==> config.mk <==
export PLATFORM = sky130hd
export DESIGN_NAME = codec_control_regs
export DESIGN_NICKNAME = d
export VERILOG_FILES = /design/src/include/codec_regs_pkg.sv /design/src/design/codec_control_regs.sv
export SDC_FILE = /design/constraint.sdc
export NUM_CORES = 1
export LEC_CHECK = 0
export BUFFER_PORTS_ARGS = -buffer_cell sky130_fd_sc_hd__buf_4
export CORE_MARGIN = 2
export CORE_UTILIZATION = 45
export CTS_CLUSTER_SIZE = 8
export DETAILED_ROUTE_END_ITERATION = 8
export PLACE_DENSITY = 0.68
export SYNTH_ARGS = -nofsm -noshare
export SYNTH_HDL_FRONTEND = slang
export SYNTH_SLANG_ARGS = --single-unit
==> constraint.sdc <==
create_clock -name clk -period 2 [get_ports clk]
set_input_delay 0 -clock clk [delete_from_list [all_inputs] [get_ports clk]]
set_output_delay 0 -clock clk [all_outputs]
set_load 0.02 [all_outputs]
==> src/include/codec_regs_pkg.sv <==
// Register map, field positions, reset values and timing for the codec control bank
// Overview of operation
// RULE_01: ADC data held off for init period
// RULE_02: Threshold and recovery step split into 0BH
// RULE_03: Block bit or power-down pin stops block
// RULE_04: All power bits clear powers everything down
// RULE_05: Host keeps common voltage on when needed
// RULE_06: Beep paths follow switches, not beep power
// RULE_07: Host supplies clocks while converters run
// RULE_08: PLL power bit selects clock source
// RULE_09: Clock output low or 256fs when enabled
// RULE_10: Playback reference 28H, record reference C5H
// RULE_11: Mic gain three bits across two registers
// RULE_12: Mic supply needs ADC powered
// RULE_13: DAC line switch needs line power
// RULE_14: DAC and beep feed speaker via switches
// RULE_15: Speaker power save: positive hi-z, negative mid
// RULE_16: Filter and DAC input source selects
// RULE_17: Serial output source select
// RULE_18: Beep line switch needs line power
// RULE_19: Line output power save bit
// RULE_20: Mode register one fields and defaults
// RULE_21: ALC enables, zero-cross disable inverted
// RULE_22: Volumes reset to 91H
// RULE_23: Power-down pin resets every register
// RULE_24: Host writes zero to undefined bits
// RULE_25: Registers via three-wire serial port
// RULE_26: Fields update on completed write
package codec_regs_pkg;
    localparam logic [4:0] addr_power_one = 5'h00;
    localparam logic [4:0] addr_power_two = 5'h01;
    localparam logic [4:0] addr_route_one = 5'h02;
    localparam logic [4:0] addr_route_two = 5'h03;
    localparam logic [4:0] addr_format = 5'h04;
    localparam logic [4:0] addr_rate = 5'h05;
    localparam logic [4:0] addr_timers = 5'h06;
    localparam logic [4:0] addr_alc_one = 5'h07;
    localparam logic [4:0] addr_rec_ref = 5'h08;
    localparam logic [4:0] addr_in_vol = 5'h09;
    localparam logic [4:0] addr_out_vol = 5'h0a;
    localparam logic [4:0] addr_alc_three = 5'h0b;
    localparam int num_regs = 12;
    // Reset values
    localparam logic [7:0] rst_power_one = 8'h00;
    localparam logic [7:0] rst_power_two = 8'h00;
    localparam logic [7:0] rst_route_one = 8'h01;
    localparam logic [7:0] rst_route_two = 8'h81;
    localparam logic [7:0] rst_format = 8'h02;
    localparam logic [7:0] rst_rate = 8'h00;
    localparam logic [7:0] rst_timers = 8'h00;
    localparam logic [7:0] rst_alc_one = 8'h01;
    localparam logic [7:0] rst_rec_ref = 8'hc5;
    localparam logic [7:0] rst_in_vol = 8'h91;
    localparam logic [7:0] rst_out_vol = 8'h91;
    localparam logic [7:0] rst_alc_three = 8'h28;
    // Writable bit masks; undefined bits stay zero
    localparam logic [7:0] mask_power_one = 8'hfd;
    localparam logic [7:0] mask_power_two = 8'h0b;
    localparam logic [7:0] mask_route_one = 8'hf7;
    localparam logic [7:0] mask_timers = 8'h3f;
    localparam logic [7:0] mask_alc_one = 8'h7f;
    localparam logic [7:0] mask_full = 8'hff;
    // Field positions: power_control_one
    localparam int b_adc_pwr = 0;
    localparam int b_dac_pwr = 2;
    localparam int b_lo_pwr = 3;
    localparam int b_spk_pwr = 4;
    localparam int b_beep_pwr = 5;
    localparam int b_vcm_pwr = 6;
    localparam int b_filt_pwr = 7;
    // power_control_two
    localparam int b_pll_pwr = 0;
    localparam int b_mck_en = 1;
    localparam int b_master = 3;
    // routing_select_one
    localparam int b_mic_gain_bit0 = 0;
    localparam int b_mic_gain_bit2 = 1;
    localparam int b_mic_sup = 2;
    localparam int b_dac_lo = 4;
    localparam int b_dac_spk = 5;
    localparam int b_beep_spk = 6;
    localparam int b_spk_psn = 7;
    // routing_select_two
    localparam int b_filt_src = 0;
    localparam int b_dac_src = 1;
    localparam int b_beep_lo = 2;
    localparam int b_spk_gain = 3;
    localparam int b_mic_gain_bit1 = 5;
    localparam int b_lo_ps = 6;
    localparam int b_sdo_src = 7;
    // format_and_pll_control
    localparam int b_fmt = 0;
    localparam int b_bck_rate = 2;
    localparam int b_pll_ref = 4;
    // rate_and_clock_control
    localparam int b_adc_init = 7;
    // level_control_mode_one
    localparam int b_lmth0 = 0;
    localparam int b_rgain0 = 1;
    localparam int b_lmat = 2;
    localparam int b_zc_dis = 4;
    localparam int b_rec_alc = 5;
    localparam int b_play_alc = 6;
    // level_control_mode_three
    localparam int b_oref = 0;
    localparam int b_lmth1 = 6;
    localparam int b_rgain1 = 7;
    // Serial frame: 2-bit chip address, r/w, 5-bit address, 8-bit data
    localparam logic [1:0] chip_addr = 2'h2;
    localparam logic [4:0] bits_header = 5'h08;
    localparam logic [4:0] bits_frame = 5'h10;
    // ADC initialisation, in sample periods
    localparam logic [10:0] adc_init_long = 11'h423;
    localparam logic [10:0] adc_init_short = 11'h123;
    // Master clock output period is 256 system clock periods
    localparam int mclk_ratio = 256;
    localparam logic [7:0] mclk_half = 8'(mclk_ratio / 2 - 1);
endpackage : codec_regs_pkg

==> src/design/codec_control_regs.sv <==
// Three-wire serial register bank and control decode for the mono codec
module codec_control_regs (
    input wire logic clk,
    input wire logic rstn,
    input wire logic chip_power_down_n,
    input wire logic ctl_cs_n,
    input wire logic ctl_sclk,
    input wire logic ctl_data_in,
    output logic ctl_data_out,
    output logic ctl_data_oe,
    input wire logic sample_tick,
    output logic adc_power_on,
    output logic adc_data_valid,
    output logic dac_power_on,
    output logic line_out_power_on,
    output logic speaker_power_on,
    output logic beep_input_power_on,
    output logic common_voltage_power_on,
    output logic prog_filter_power_on,
    output logic pll_power_on,
    output logic all_blocks_down,
    output logic pll_clock_mode,
    output logic master_mode,
    output logic master_clock_out,
    output logic mic_supply_on,
    output logic [2:0] mic_gain,
    output logic dac_to_line_active,
    output logic beep_to_line_active,
    output logic line_output_grounded,
    output logic line_out_power_save,
    output logic dac_to_speaker_active,
    output logic beep_to_speaker_active,
    output logic speaker_pos_hiz,
    output logic speaker_neg_mid,
    output logic [1:0] speaker_gain_select,
    output logic filter_source_select,
    output logic dac_source_select,
    output logic serial_out_source_select,
    output logic [3:0] pll_reference_select,
    output logic [1:0] bit_clock_rate_select,
    output logic [1:0] audio_format_select,
    output logic [7:0] rate_and_clock_control,
    output logic [5:0] level_control_timers,
    output logic record_level_ctrl_enable,
    output logic playback_level_ctrl_enable,
    output logic limiter_zero_cross_enable,
    output logic [1:0] limiter_atten_step,
    output logic [1:0] limiter_threshold,
    output logic [1:0] recovery_gain_step,
    output logic [7:0] record_reference_level,
    output logic [5:0] playback_reference_level,
    output logic [7:0] input_volume_level,
    output logic [7:0] output_volume_level
);
    typedef enum logic [1:0] {st_idle, st_shift, st_read, st_skip} ser_state_t;

    // Combined reset: the power-down pin clears the bank like rstn
    logic pdn_s1_reg, pdn_s2_reg, pdn_s3_reg, pdn_reg;
    logic cs_s1_reg, cs_s2_reg, cs_s3_reg, cs_reg;
    logic sck_s1_reg, sck_s2_reg, sck_s3_reg, sck_reg;
    logic din_s1_reg, din_s2_reg, din_s3_reg, din_reg;
    logic tick_s1_reg, tick_s2_reg, tick_s3_reg, tick_reg;

    always_ff @(posedge clk or negedge rstn) begin
        if (!rstn) begin
            {pdn_s1_reg, pdn_s2_reg, pdn_s3_reg, pdn_reg} <= 4'h0;
            {cs_s1_reg, cs_s2_reg, cs_s3_reg, cs_reg} <= 4'hf;
            {sck_s1_reg, sck_s2_reg, sck_s3_reg, sck_reg} <= 4'h0;
            {din_s1_reg, din_s2_reg, din_s3_reg, din_reg} <= 4'h0;
            {tick_s1_reg, tick_s2_reg, tick_s3_reg, tick_reg} <= 4'h0;
        end else begin
            {pdn_s1_reg, pdn_s2_reg, pdn_s3_reg} <=
                {chip_power_down_n, pdn_s1_reg, pdn_s2_reg};
            {cs_s1_reg, cs_s2_reg, cs_s3_reg} <=
                {ctl_cs_n, cs_s1_reg, cs_s2_reg};
            {sck_s1_reg, sck_s2_reg, sck_s3_reg} <=
                {ctl_sclk, sck_s1_reg, sck_s2_reg};
            {din_s1_reg, din_s2_reg, din_s3_reg} <=
                {ctl_data_in, din_s1_reg, din_s2_reg};
            {tick_s1_reg, tick_s2_reg, tick_s3_reg} <=
                {sample_tick, tick_s1_reg, tick_s2_reg};
            // A change counts once stages two and three agree
            if (pdn_s2_reg == pdn_s3_reg) pdn_reg <= pdn_s3_reg;
            if (cs_s2_reg == cs_s3_reg) cs_reg <= cs_s3_reg;
            if (sck_s2_reg == sck_s3_reg) sck_reg <= sck_s3_reg;
            if (din_s2_reg == din_s3_reg) din_reg <= din_s3_reg;
            if (tick_s2_reg == tick_s3_reg) tick_reg <= tick_s3_reg;
        end
    end

    // Bank reset is taken synchronously so a pin glitch cannot half-clear it
    wire bank_clear = !pdn_reg; // RULE_23

    logic sck_d_reg, cs_d_reg, tick_d_reg;
    always_ff @(posedge clk or negedge rstn) begin
        if (!rstn) begin
            sck_d_reg <= 1'b0;
            cs_d_reg <= 1'b1;
            tick_d_reg <= 1'b0;
        end else begin
            sck_d_reg <= sck_reg;
            cs_d_reg <= cs_reg;
            tick_d_reg <= tick_reg;
        end
    end
    wire sck_rise = sck_reg && !sck_d_reg;
    wire sck_fall = !sck_reg && sck_d_reg;
    wire cs_fall = !cs_reg && cs_d_reg;
    wire cs_rise = cs_reg && !cs_d_reg;
    wire fs_tick = tick_reg && !tick_d_reg;

    // Serial control port
    ser_state_t state_reg, state_next;
    logic [15:0] shift_reg;
    logic [4:0] count_reg;
    logic [7:0] rdata_reg;
    logic oe_reg;
    logic frame_ok_reg;

    wire [15:0] shift_next = {shift_reg[14:0], din_reg};
    wire [4:0] count_next = count_reg + 5'h01;
    wire header_done = sck_rise && (count_next == codec_regs_pkg::bits_header);
    wire header_chip_ok = (shift_next[7:6] == codec_regs_pkg::chip_addr);
    wire header_read = shift_next[5];
    wire [4:0] header_addr = shift_next[4:0];
    wire data_done = (count_reg == codec_regs_pkg::bits_frame);
    wire [4:0] wr_addr = shift_reg[12:8];
    wire [7:0] wr_data = shift_reg[7:0];
    // Write commits only on the rising edge of chip select
    wire wr_commit = cs_rise && frame_ok_reg && data_done; // RULE_26
    wire in_range = (wr_addr < 5'(codec_regs_pkg::num_regs));

    always_comb begin
        state_next = state_reg;
        unique case (state_reg)
            st_idle: if (cs_fall) state_next = st_shift;
            st_shift: begin
                if (cs_rise) state_next = st_idle;
                else if (header_done && !header_chip_ok) state_next = st_skip;
                else if (header_done && header_read) state_next = st_read;
            end
            st_read: if (cs_rise) state_next = st_idle;
            st_skip: if (cs_rise) state_next = st_idle;
        endcase
    end

    logic [7:0] regs_reg [codec_regs_pkg::num_regs];
    logic [7:0] rd_word;
    always_comb begin
        rd_word = 8'h00;
        if (header_addr < 5'(codec_regs_pkg::num_regs)) begin
            rd_word = regs_reg[header_addr[3:0]];
        end
    end

    always_ff @(posedge clk or negedge rstn) begin
        if (!rstn) begin
            state_reg <= st_idle;
            shift_reg <= 16'h0000;
            count_reg <= 5'h00;
            rdata_reg <= 8'h00;
            oe_reg <= 1'b0;
            frame_ok_reg <= 1'b0;
        end else begin
            state_reg <= state_next;
            if (cs_fall) begin
                count_reg <= 5'h00;
                frame_ok_reg <= 1'b0;
            end else if (sck_rise && state_reg == st_shift) begin
                shift_reg <= shift_next;
                count_reg <= count_next;
                if (header_done) frame_ok_reg <= header_chip_ok && !header_read;
            end
            // Read data leaves on falling clock edges after the header
            if (header_done && header_chip_ok && header_read) begin
                rdata_reg <= rd_word;
            end else if (sck_fall && state_reg == st_read && oe_reg) begin
                rdata_reg <= {rdata_reg[6:0], 1'b0};
            end
            if (cs_rise || state_reg != st_read) oe_reg <= 1'b0;
            else if (sck_fall) oe_reg <= 1'b1;
        end
    end
    assign ctl_data_out = oe_reg ? rdata_reg[7] : 1'b0; // RULE_25
    assign ctl_data_oe = oe_reg;

    // Register bank, reset values and writable masks per entry
    localparam logic [7:0] rst_tab [codec_regs_pkg::num_regs] = '{
        codec_regs_pkg::rst_power_one, codec_regs_pkg::rst_power_two,
        codec_regs_pkg::rst_route_one, codec_regs_pkg::rst_route_two,
        codec_regs_pkg::rst_format, codec_regs_pkg::rst_rate,
        codec_regs_pkg::rst_timers, codec_regs_pkg::rst_alc_one,
        codec_regs_pkg::rst_rec_ref, codec_regs_pkg::rst_in_vol,
        codec_regs_pkg::rst_out_vol, codec_regs_pkg::rst_alc_three};
    localparam logic [7:0] mask_tab [codec_regs_pkg::num_regs] = '{
        codec_regs_pkg::mask_power_one, codec_regs_pkg::mask_power_two,
        codec_regs_pkg::mask_route_one, codec_regs_pkg::mask_full,
        codec_regs_pkg::mask_full, codec_regs_pkg::mask_full,
        codec_regs_pkg::mask_timers, codec_regs_pkg::mask_alc_one,
        codec_regs_pkg::mask_full, codec_regs_pkg::mask_full,
        codec_regs_pkg::mask_full, codec_regs_pkg::mask_full};

    genvar gi;
    generate
        for (gi = 0; gi < codec_regs_pkg::num_regs; gi++) begin : g_reg
            wire hit = wr_commit && in_range && (wr_addr == 5'(gi));
            always_ff @(posedge clk or negedge rstn) begin
                if (!rstn) begin
                    regs_reg[gi] <= rst_tab[gi];
                end else if (bank_clear) begin
                    regs_reg[gi] <= rst_tab[gi]; // RULE_23
                end else if (hit) begin
                    // Undefined bits are forced to zero
                    regs_reg[gi] <= wr_data & mask_tab[gi]; // RULE_24
                end
            end
        end
    endgenerate

    wire [7:0] r_pw1 = regs_reg[codec_regs_pkg::addr_power_one[3:0]];
    wire [7:0] r_pw2 = regs_reg[codec_regs_pkg::addr_power_two[3:0]];
    wire [7:0] r_rt1 = regs_reg[codec_regs_pkg::addr_route_one[3:0]];
    wire [7:0] r_rt2 = regs_reg[codec_regs_pkg::addr_route_two[3:0]];
    wire [7:0] r_fmt = regs_reg[codec_regs_pkg::addr_format[3:0]];
    wire [7:0] r_rate = regs_reg[codec_regs_pkg::addr_rate[3:0]];
    wire [7:0] r_tim = regs_reg[codec_regs_pkg::addr_timers[3:0]];
    wire [7:0] r_al1 = regs_reg[codec_regs_pkg::addr_alc_one[3:0]];
    wire [7:0] r_al3 = regs_reg[codec_regs_pkg::addr_alc_three[3:0]];

    // Global power-down; register contents are left alone
    wire all_down = (r_pw1 == 8'h00) && !r_pw2[codec_regs_pkg::b_pll_pwr]
        && !r_pw2[codec_regs_pkg::b_mck_en]; // RULE_04
    wire chip_up = pdn_reg && !all_down; // RULE_03

    wire adc_on = chip_up && r_pw1[codec_regs_pkg::b_adc_pwr]; // RULE_03
    wire lo_on = chip_up && r_pw1[codec_regs_pkg::b_lo_pwr];
    wire spk_on = chip_up && r_pw1[codec_regs_pkg::b_spk_pwr];

    // ADC initialisation counter in sample periods
    logic adc_on_d_reg;
    logic [10:0] init_cnt_reg;
    logic adc_valid_reg;
    wire [10:0] init_len = r_rate[codec_regs_pkg::b_adc_init] ?
        codec_regs_pkg::adc_init_short : codec_regs_pkg::adc_init_long;
    always_ff @(posedge clk or negedge rstn) begin
        if (!rstn) begin
            adc_on_d_reg <= 1'b0;
            init_cnt_reg <= 11'h000;
            adc_valid_reg <= 1'b0;
        end else begin
            adc_on_d_reg <= adc_on;
            if (!adc_on) begin
                init_cnt_reg <= 11'h000;
                adc_valid_reg <= 1'b0;
            end else if (!adc_on_d_reg) begin
                init_cnt_reg <= init_len; // RULE_01
                adc_valid_reg <= 1'b0;
            end else if (fs_tick && init_cnt_reg != 11'h000) begin
                init_cnt_reg <= init_cnt_reg - 11'h001;
                adc_valid_reg <= (init_cnt_reg == 11'h001); // RULE_01
            end
        end
    end
    assign adc_data_valid = adc_valid_reg;

    // Master clock output: 256 system periods per output period here
    // is a stand-in; the real ratio is set by the analogue clock tree.
    logic [7:0] mck_cnt_reg;
    logic mck_reg;
    wire mck_en = chip_up && r_pw2[codec_regs_pkg::b_mck_en];
    always_ff @(posedge clk or negedge rstn) begin
        if (!rstn) begin
            mck_cnt_reg <= 8'h00;
            mck_reg <= 1'b0;
        end else if (!mck_en) begin
            mck_cnt_reg <= 8'h00;
            mck_reg <= 1'b0; // RULE_09
        end else if (mck_cnt_reg == codec_regs_pkg::mclk_half) begin
            mck_cnt_reg <= 8'h00;
            mck_reg <= !mck_reg; // RULE_09
        end else begin
            mck_cnt_reg <= mck_cnt_reg + 8'h01;
        end
    end
    assign master_clock_out = mck_reg;

    assign adc_power_on = adc_on;
    assign dac_power_on = chip_up && r_pw1[codec_regs_pkg::b_dac_pwr];
    assign line_out_power_on = lo_on;
    assign speaker_power_on = spk_on;
    assign beep_input_power_on = chip_up && r_pw1[codec_regs_pkg::b_beep_pwr];
    // Host is trusted to keep this set while anything runs
    assign common_voltage_power_on =
        chip_up && r_pw1[codec_regs_pkg::b_vcm_pwr]; // RULE_05
    assign prog_filter_power_on = chip_up && r_pw1[codec_regs_pkg::b_filt_pwr];
    assign pll_power_on = chip_up && r_pw2[codec_regs_pkg::b_pll_pwr];
    assign all_blocks_down = !chip_up;
    assign pll_clock_mode = r_pw2[codec_regs_pkg::b_pll_pwr]; // RULE_08
    assign master_mode = r_pw2[codec_regs_pkg::b_master];

    assign mic_supply_on = adc_on && r_rt1[codec_regs_pkg::b_mic_sup]; // RULE_12
    assign mic_gain = {r_rt1[codec_regs_pkg::b_mic_gain_bit2],
        r_rt2[codec_regs_pkg::b_mic_gain_bit1], r_rt1[codec_regs_pkg::b_mic_gain_bit0]}; // RULE_11
    assign dac_to_line_active = lo_on && r_rt1[codec_regs_pkg::b_dac_lo]; // RULE_13
    // Beep paths ignore the beep power bit on purpose
    assign beep_to_line_active = lo_on && r_rt2[codec_regs_pkg::b_beep_lo]; // RULE_18 RULE_06
    assign line_output_grounded = !lo_on; // RULE_13
    assign line_out_power_save = r_rt2[codec_regs_pkg::b_lo_ps]; // RULE_19
    assign dac_to_speaker_active = r_rt1[codec_regs_pkg::b_dac_spk]; // RULE_14
    assign beep_to_speaker_active = r_rt1[codec_regs_pkg::b_beep_spk]; // RULE_14 RULE_06
    wire spk_save = spk_on && !r_rt1[codec_regs_pkg::b_spk_psn];
    assign speaker_pos_hiz = !spk_on || spk_save; // RULE_15
    assign speaker_neg_mid = spk_save; // RULE_15
    assign speaker_gain_select = r_rt2[codec_regs_pkg::b_spk_gain +: 2];
    assign filter_source_select = r_rt2[codec_regs_pkg::b_filt_src]; // RULE_16
    assign dac_source_select = r_rt2[codec_regs_pkg::b_dac_src]; // RULE_16
    assign serial_out_source_select = r_rt2[codec_regs_pkg::b_sdo_src]; // RULE_17

    assign pll_reference_select = r_fmt[codec_regs_pkg::b_pll_ref +: 4]; // RULE_20
    assign bit_clock_rate_select = r_fmt[codec_regs_pkg::b_bck_rate +: 2]; // RULE_20
    assign audio_format_select = r_fmt[codec_regs_pkg::b_fmt +: 2]; // RULE_20
    assign rate_and_clock_control = r_rate;
    assign level_control_timers = r_tim[5:0];

    // Clocks must run while ALCs are enabled; that is the host's duty
    assign record_level_ctrl_enable = r_al1[codec_regs_pkg::b_rec_alc]; // RULE_21 RULE_07
    assign playback_level_ctrl_enable = r_al1[codec_regs_pkg::b_play_alc]; // RULE_21
    assign limiter_zero_cross_enable = !r_al1[codec_regs_pkg::b_zc_dis]; // RULE_21
    assign limiter_atten_step = r_al1[codec_regs_pkg::b_lmat +: 2];
    assign limiter_threshold = {r_al3[codec_regs_pkg::b_lmth1],
        r_al1[codec_regs_pkg::b_lmth0]}; // RULE_02
    assign recovery_gain_step = {r_al3[codec_regs_pkg::b_rgain1],
        r_al1[codec_regs_pkg::b_rgain0]}; // RULE_02
    assign record_reference_level =
        regs_reg[codec_regs_pkg::addr_rec_ref[3:0]]; // RULE_10
    assign playback_reference_level = r_al3[codec_regs_pkg::b_oref +: 6]; // RULE_10
    assign input_volume_level = regs_reg[codec_regs_pkg::addr_in_vol[3:0]]; // RULE_22
    assign output_volume_level = regs_reg[codec_regs_pkg::addr_out_vol[3:0]]; // RULE_22
endmodule : codec_control_regs

Yosys cells after proc, flatten, opt, wreduce, memory -nomap -nowiden --
Index checks and enable logic that the tools add are counted.
Word-level totals: register bits after elaboration 171, input bits 7, output and inout port bits 93, logic and storage cells 227
Operators by class: add/subtract/negate cells 3, $lt $le $gt $ge 3, eq/ne operators 42, mux-type cells 55, bitwise logic cells 2, reduce and logical (&&, ||, !) cells 76
Operators by type and width (count):
- $mux 8 | 31
- $logic_and 1x1->1 | 46
- $mux 11 | 4
- $bmux 8 s4 | 1
- $ne 2x1->1 const B | 14
- $eq 5x4->1 const B | 5
- $eq 5x3->1 const B | 4
- $logic_not 1->1 | 16
- $eq 11x1->1 const B | 1
- $mux 1 | 11
- $reduce_bool 11->1 | 1
- $sub 11x1->11 const B | 1
- $eq 5x2->1 const B | 2
- $lt 5x4->1 const B | 2
- $mux 2 | 5
- $mux 5 | 2
- $add 8x1->8 const B | 1
- $eq 8x7->1 const B | 1
- $logic_not 8->1 | 1
- $reduce_bool 2->1 | 4
- $eq 2x2->1 const B | 3
- $pmux 2 s3 | 1
- $add 5x1->5 const B | 1
- $eq 1x1->1 | 5
- 15 further kinds | 18

Logic depth before layout (Yosys ltp) --
depth after elaboration 8, mapped depth 8, depth with buffers taken out 7

Least setup slack after synthesis --
No wires, ideal clock.
kind register to register, start register count_reg[2], end register regs_reg, in the netlist r_al3[6], library setup time 0.132 ns, data arrival time 2.070 ns, data required time 1.868 ns, path slack -0.202 ns, cell stages (with the launch flop) 8, buffers on the path 2, clock period less this slack 2.202 ns, path through dfrtp_1 -> buf_2 -> or4b_4 -> nor4b_4 -> and3_1 -> buf_6 -> mux2i_1 -> nor2_1
On the way: longest elaborated chain between the ends 5
Ends and longest elaborated chain:
- from (decl) | line codec_control_regs.sv:115 | logic [4:0] count_reg;
- from (signal assigned) | line codec_control_regs.sv:171 | count_reg <= count_next;
- $eq 5x5->1 | line codec_control_regs.sv:126 | wire data_done = (count_reg == codec_regs_pkg::bits_frame);
- $logic_and 1x1->1 | line codec_control_regs.sv:130 | wire wr_commit = cs_rise && frame_ok_reg && data_done;
- $logic_and 1x1->1 (2 in a row) | line codec_control_regs.sv:206 | wire hit = wr_commit && in_range && (wr_addr == 5'(gi));
- $ne 2x1->1 (no line)
- to (signal, indexed assignment) | line codec_control_regs.sv:209 | regs_reg[gi] <= rst_tab[gi];
- to (signal, indexed assignment) | line codec_control_regs.sv:211 | regs_reg[gi] <= rst_tab[gi];
- to (signal, indexed assignment) | line codec_control_regs.sv:214 | regs_reg[gi] <= wr_data & mask_tab[gi];
- to (decl) | line codec_control_regs.sv:147 | logic [7:0] regs_reg [codec_regs_pkg::num_regs];
No other way between the ends. A chain may end at the register's enable or synchronous reset.

Worst setup path after layout --
start register cs_reg, end register regs_reg, in the netlist r_al3[2]
On the way: longest elaborated chain between the ends 6
Ends and longest elaborated chain:
- from (decl) | line codec_control_regs.sv:59 | logic cs_s1_reg, cs_s2_reg, cs_s3_reg, cs_reg;
- from (signal assigned) | line codec_control_regs.sv:84 | if (cs_s2_reg == cs_s3_reg) cs_reg <= cs_s3_reg;
- $logic_and 1x1->1 | line codec_control_regs.sv:109 | wire cs_rise = cs_reg && !cs_d_reg;
- $logic_and 1x1->1 (2 in a row) | line codec_control_regs.sv:130
- $logic_and 1x1->1 (2 in a row) | line codec_control_regs.sv:206
- $ne 2x1->1 (no line)
No other way between the ends.

==> flow_metrics.py <==
metrics = {
    "detailed_routing": {
        "num_vias": 6286,
        "drt-wirelength-per-cell_um": 19.0,
        "drcViolationCount": 0,
        "vias_per_cell": 5.65,
        "drtPass1Iterations": 5,
        "ant_nets": 0,
        "drtIter0Drc": 516,
        "wl_mm": 21.1,
    },
    "cells_and_area": {
        "largest_register_ffs": 13,
        "diodes": 0,
        "fin_area_um2": 10100,
        "final_nets": 894,
        "nFillCells": 1363,
        "drive_gt1_frac": 0.331,
        "fin_util": 0.606,
        "synthToLayoutAreaGrowth_pct": 30.9,
    },
    "worst_setup_path": {
        "crit_chain": "or4b_4 -> nor4b_4 -> and3_4 -> mux2i_1 -> nor2_1",
        "r2r_cells": 5,
        "cp_max_fo": 8,
        "crit_path_max_incr_delay_ns": 0.52,
        "path_delay_family": "simple AND/OR/NAND/NOR gates",
        "cp-start-kind": "flop",
        "cp_data_arrival_time_ns": 2.37,
        "r2r-start": "cs_reg$_DFFE_PN1N_",
        "timing.rr.end": "r_al3[2]$_DFFE_PN0P_",
        "worst-path-buf-inv": 0,
        "crit_path_end_kind": "flop",
        "regToRegSetupSlack_ns": -0.09,
        "critPathKind": "reg -> reg",
        "cpMaxStageDelayCell": "dfstp_2",
        "critPathRequiredTime_ns": 2.28,
    },
    "synthesis": {
        "synth_cells": 754,
        "syn_area_um2": 7700,
        "synth-edff-count": 0,
        "ys_async_sr_fraction": 1.00,
        "synthFlopType": "dfrtp_1",
        "synth.area.top_cells": "dfrtp_1 45%, dfstp_2 7.5%, nand3_1 6.0%",
        "postSynthRegisterBits": 161,
        "synth_seq_area_share": 0.527,
        "synth.distinct_cells": 53,
        "synth_top_area_frac": 0.452,
        "yosysTopAreaCell": "dfrtp_1",
        "yosysWarnings": 0,
        "syn_nets": 768,
        "avgSynthCellArea_um2": 10.2,
    },
    "die": {
        "die_w_um": 135,
        "ios": 100,
        "num_rows": 47,
        "core_um2": 16600,
        "die_area_um2": 18200,
        "die_height_um": 135,
        "start_util": 0.463,
    },
    "power_and_ir_drop": {
        "ir_drop_v": 0.000662,
        "leakagePower_uw": 0.00442,
        "finalPower_uw": 8870,
        "p_per_area_nw_per_um2": 880,
    },
    "worst_hold_path": {
        "min_path_type": "in -> async",
    },
    "sta": {
        "fmax_ghz": 0.479,
        "fin_crit_sh": 1.04,
        "setup_slack_ns": -0.0857,
        "clock_skew_ns": 0.00665,
        "final_max_slew_viol_count": 0,
        "finalSetupViolations": 25,
        "timing.slew.headroom": 0.501,
        "finalHoldViolCount": 0,
        "finalCriticalPeriod_ns": 2.09,
        "worst_slew_pin_slew_ns": 0.748,
        "rsz0062_at_grt": "yes",
    },
    "clocking": {
        "clockBufferDepth": 2,
        "numCtsBuffers": 17,
        "clk_latency_ns": 0.42,
        "cts.sinks": 161,
        "htreeDepth": 4,
        "cts_root_buffer": "clkbuf_16",
        "tritoncts": "done",
        "path_clk_slew_ns": 0.07,
    },
    "global_route": {
        "grt_pass1_vias": 6173,
        "grt_antenna_before_repair": 0,
        "grt_pass1_wl_mm": 33.4,
        "track_usage": 0.236,
        "grt_max_degree": 70,
        "grt-ovfl-total": 0,
    },
    "placed_design": {
        "hpwl_mm": 13.9,
        "place.gp.congestion": 0.873,
        "io_buffers": 99,
        "placed_cell_area_um2": 8980,
    },
    "status": {
        "outcome": "complete, but fails checks",
        "violations": "setup timing",
    },
    "run": {
        "maxCapViolCount": 0,
    },
}
## layout make-up
type / instances / area [µm²] / share of cell area
flip-flops and latches: 161 / 4060 / 0.403
well taps: 220 / 275 / 0.0273
multi-input cells: 518 / 3560 / 0.353
repair buffers: 169 / 1460 / 0.145
clock buffers: 20 / 447 / 0.0443
inverters: 13 / 48.8 / 0.00484
clock inverters: 12 / 230 / 0.0228
## cells in the final DEF (no fill, tap or decap), drive strengths merged, types with 7 or more instances in the layout
master   netlist  routed
nand3         93      93
mux2          15      15
clkbuf        44      21
o21ai         15      15
a21oi         62      62
ha             7       7
nand2b         7       7
dfrtp        139     139
nand2         99      99
and3           8       8
dfstp         22      22
xor2          15      15
nor3           7       7
nor2          48      48
nor2b         11      11
mux2i         41      41
mux4          11      11
a2bb2oi        7       7
inv           12      14
and2           8       8
buf           18     162
## worst max-delay path by stage
| stage | from | end | slack, ns | depth (start not counted) |
|---|---|---|---|---|
| after floorplan | cs_reg$_DFFE_PN1N_ | r_al3[6]$_DFFE_PN0P_ | -0.19 | 6 |
| after global placement | cs_reg$_DFFE_PN1N_ | rate_and_clock_control[3]$_DFFE_PN0P_ | -0.19 | 6 |
| after detailed placement | cs_reg$_DFFE_PN1N_ | rate_and_clock_control[0]$_DFFE_PN0P_ | -0.21 | 6 |
| after CTS | cs_reg$_DFFE_PN1N_ | r_al3[0]$_DFFE_PN0P_ | -0.06 | 5 |
| after global routing | cs_reg$_DFFE_PN1N_ | r_al3[2]$_DFFE_PN0P_ | -0.17 | 5 |
| final | cs_reg$_DFFE_PN1N_ | r_al3[2]$_DFFE_PN0P_ | -0.09 | 5 |
## repair_timing
item | 4_1_cts | 5_1_grt
setup endpoints to repair | 78 | 88
cloned | 0 | 1
gates resized for setup | 17 | 53
hold buffers | 6 | 0
hold endpoints to repair | 145 | 0
pin swaps | 4 | 18
buffers inserted | 4 | 6
## synth_stat cells, types with 2 or more instances
cell type  number
a211oi_1        2
ha_1            7
nand3_1        93
a311oi_1        2
o22ai_1         4
mux2_2         15
nand4b_1        5
buf_4           9
nand3b_1        4
clkbuf_1       44
a31oi_1         5
mux4_2         11
nor2_1         48
o22a_1          4
nor3_1          7
buf_2           7
a21oi_1        62
mux2i_1        41
and2_1          8
nand2b_1        7
nor3b_1         4
inv_1          12
dfstp_2        22
nand2_1        99
o21ai_0        15
nand4_1         2
xnor2_1         5
o21a_1          4
nor4_1          2
a2bb2oi_1       7
dfrtp_1       139
maj3_1          5
xor2_1         15
nor2b_1        11
a211o_1         2
and3_1          8
## layer usage
metal  GRT usage  share of wire  vias up
li1            -              -     2884
met1       0.345           0.45     3103
met2       0.351           0.46      265
met3      0.0514          0.072       34
met4      0.0789          0.020        0
met5           0              0        -
## power breakdown
group	internal [µW]	switching, µW	leakage (µW)
Clock	2390	1350	0.000321
Combinational	639	974	0.00198
Sequential	3370	146	0.00212
Total	6400	2470	0.00442
## through the flow
stage               std cells  setup TNS [ns]  hold WS, ns  worst slack, ns
global placement         1067           -6.38      -0.0650           -0.190
detailed placement       1067           -8.28      -0.0622           -0.207
CTS                      1107          -0.517       0.0734          -0.0604
floorplan                 754           -3.06       -0.296           -0.193
finish                   1113          -0.734       0.0597          -0.0857
global route             1113           -4.96        0.107           -0.169
## logic make-up (layout without fill, tap and decap cells)
| group | Yosys count | count (layout) | share of synthesized area |
|---|---|---|---|
| buffers and inverters | 75 | 214 | 0.0431 |
| multiplexers | 67 | 67 | 0.107 |
| AO/OA/AOI/OAI | 113 | 113 | 0.0870 |
| flip-flops | 161 | 161 | 0.527 |
| adder cells (fa/ha/maj) | 12 | 12 | 0.0179 |
| AND/OR/NAND/NOR | 306 | 306 | 0.195 |
| XOR/XNOR | 20 | 20 | 0.0228 |
Power figures use the tool's default switching activity.
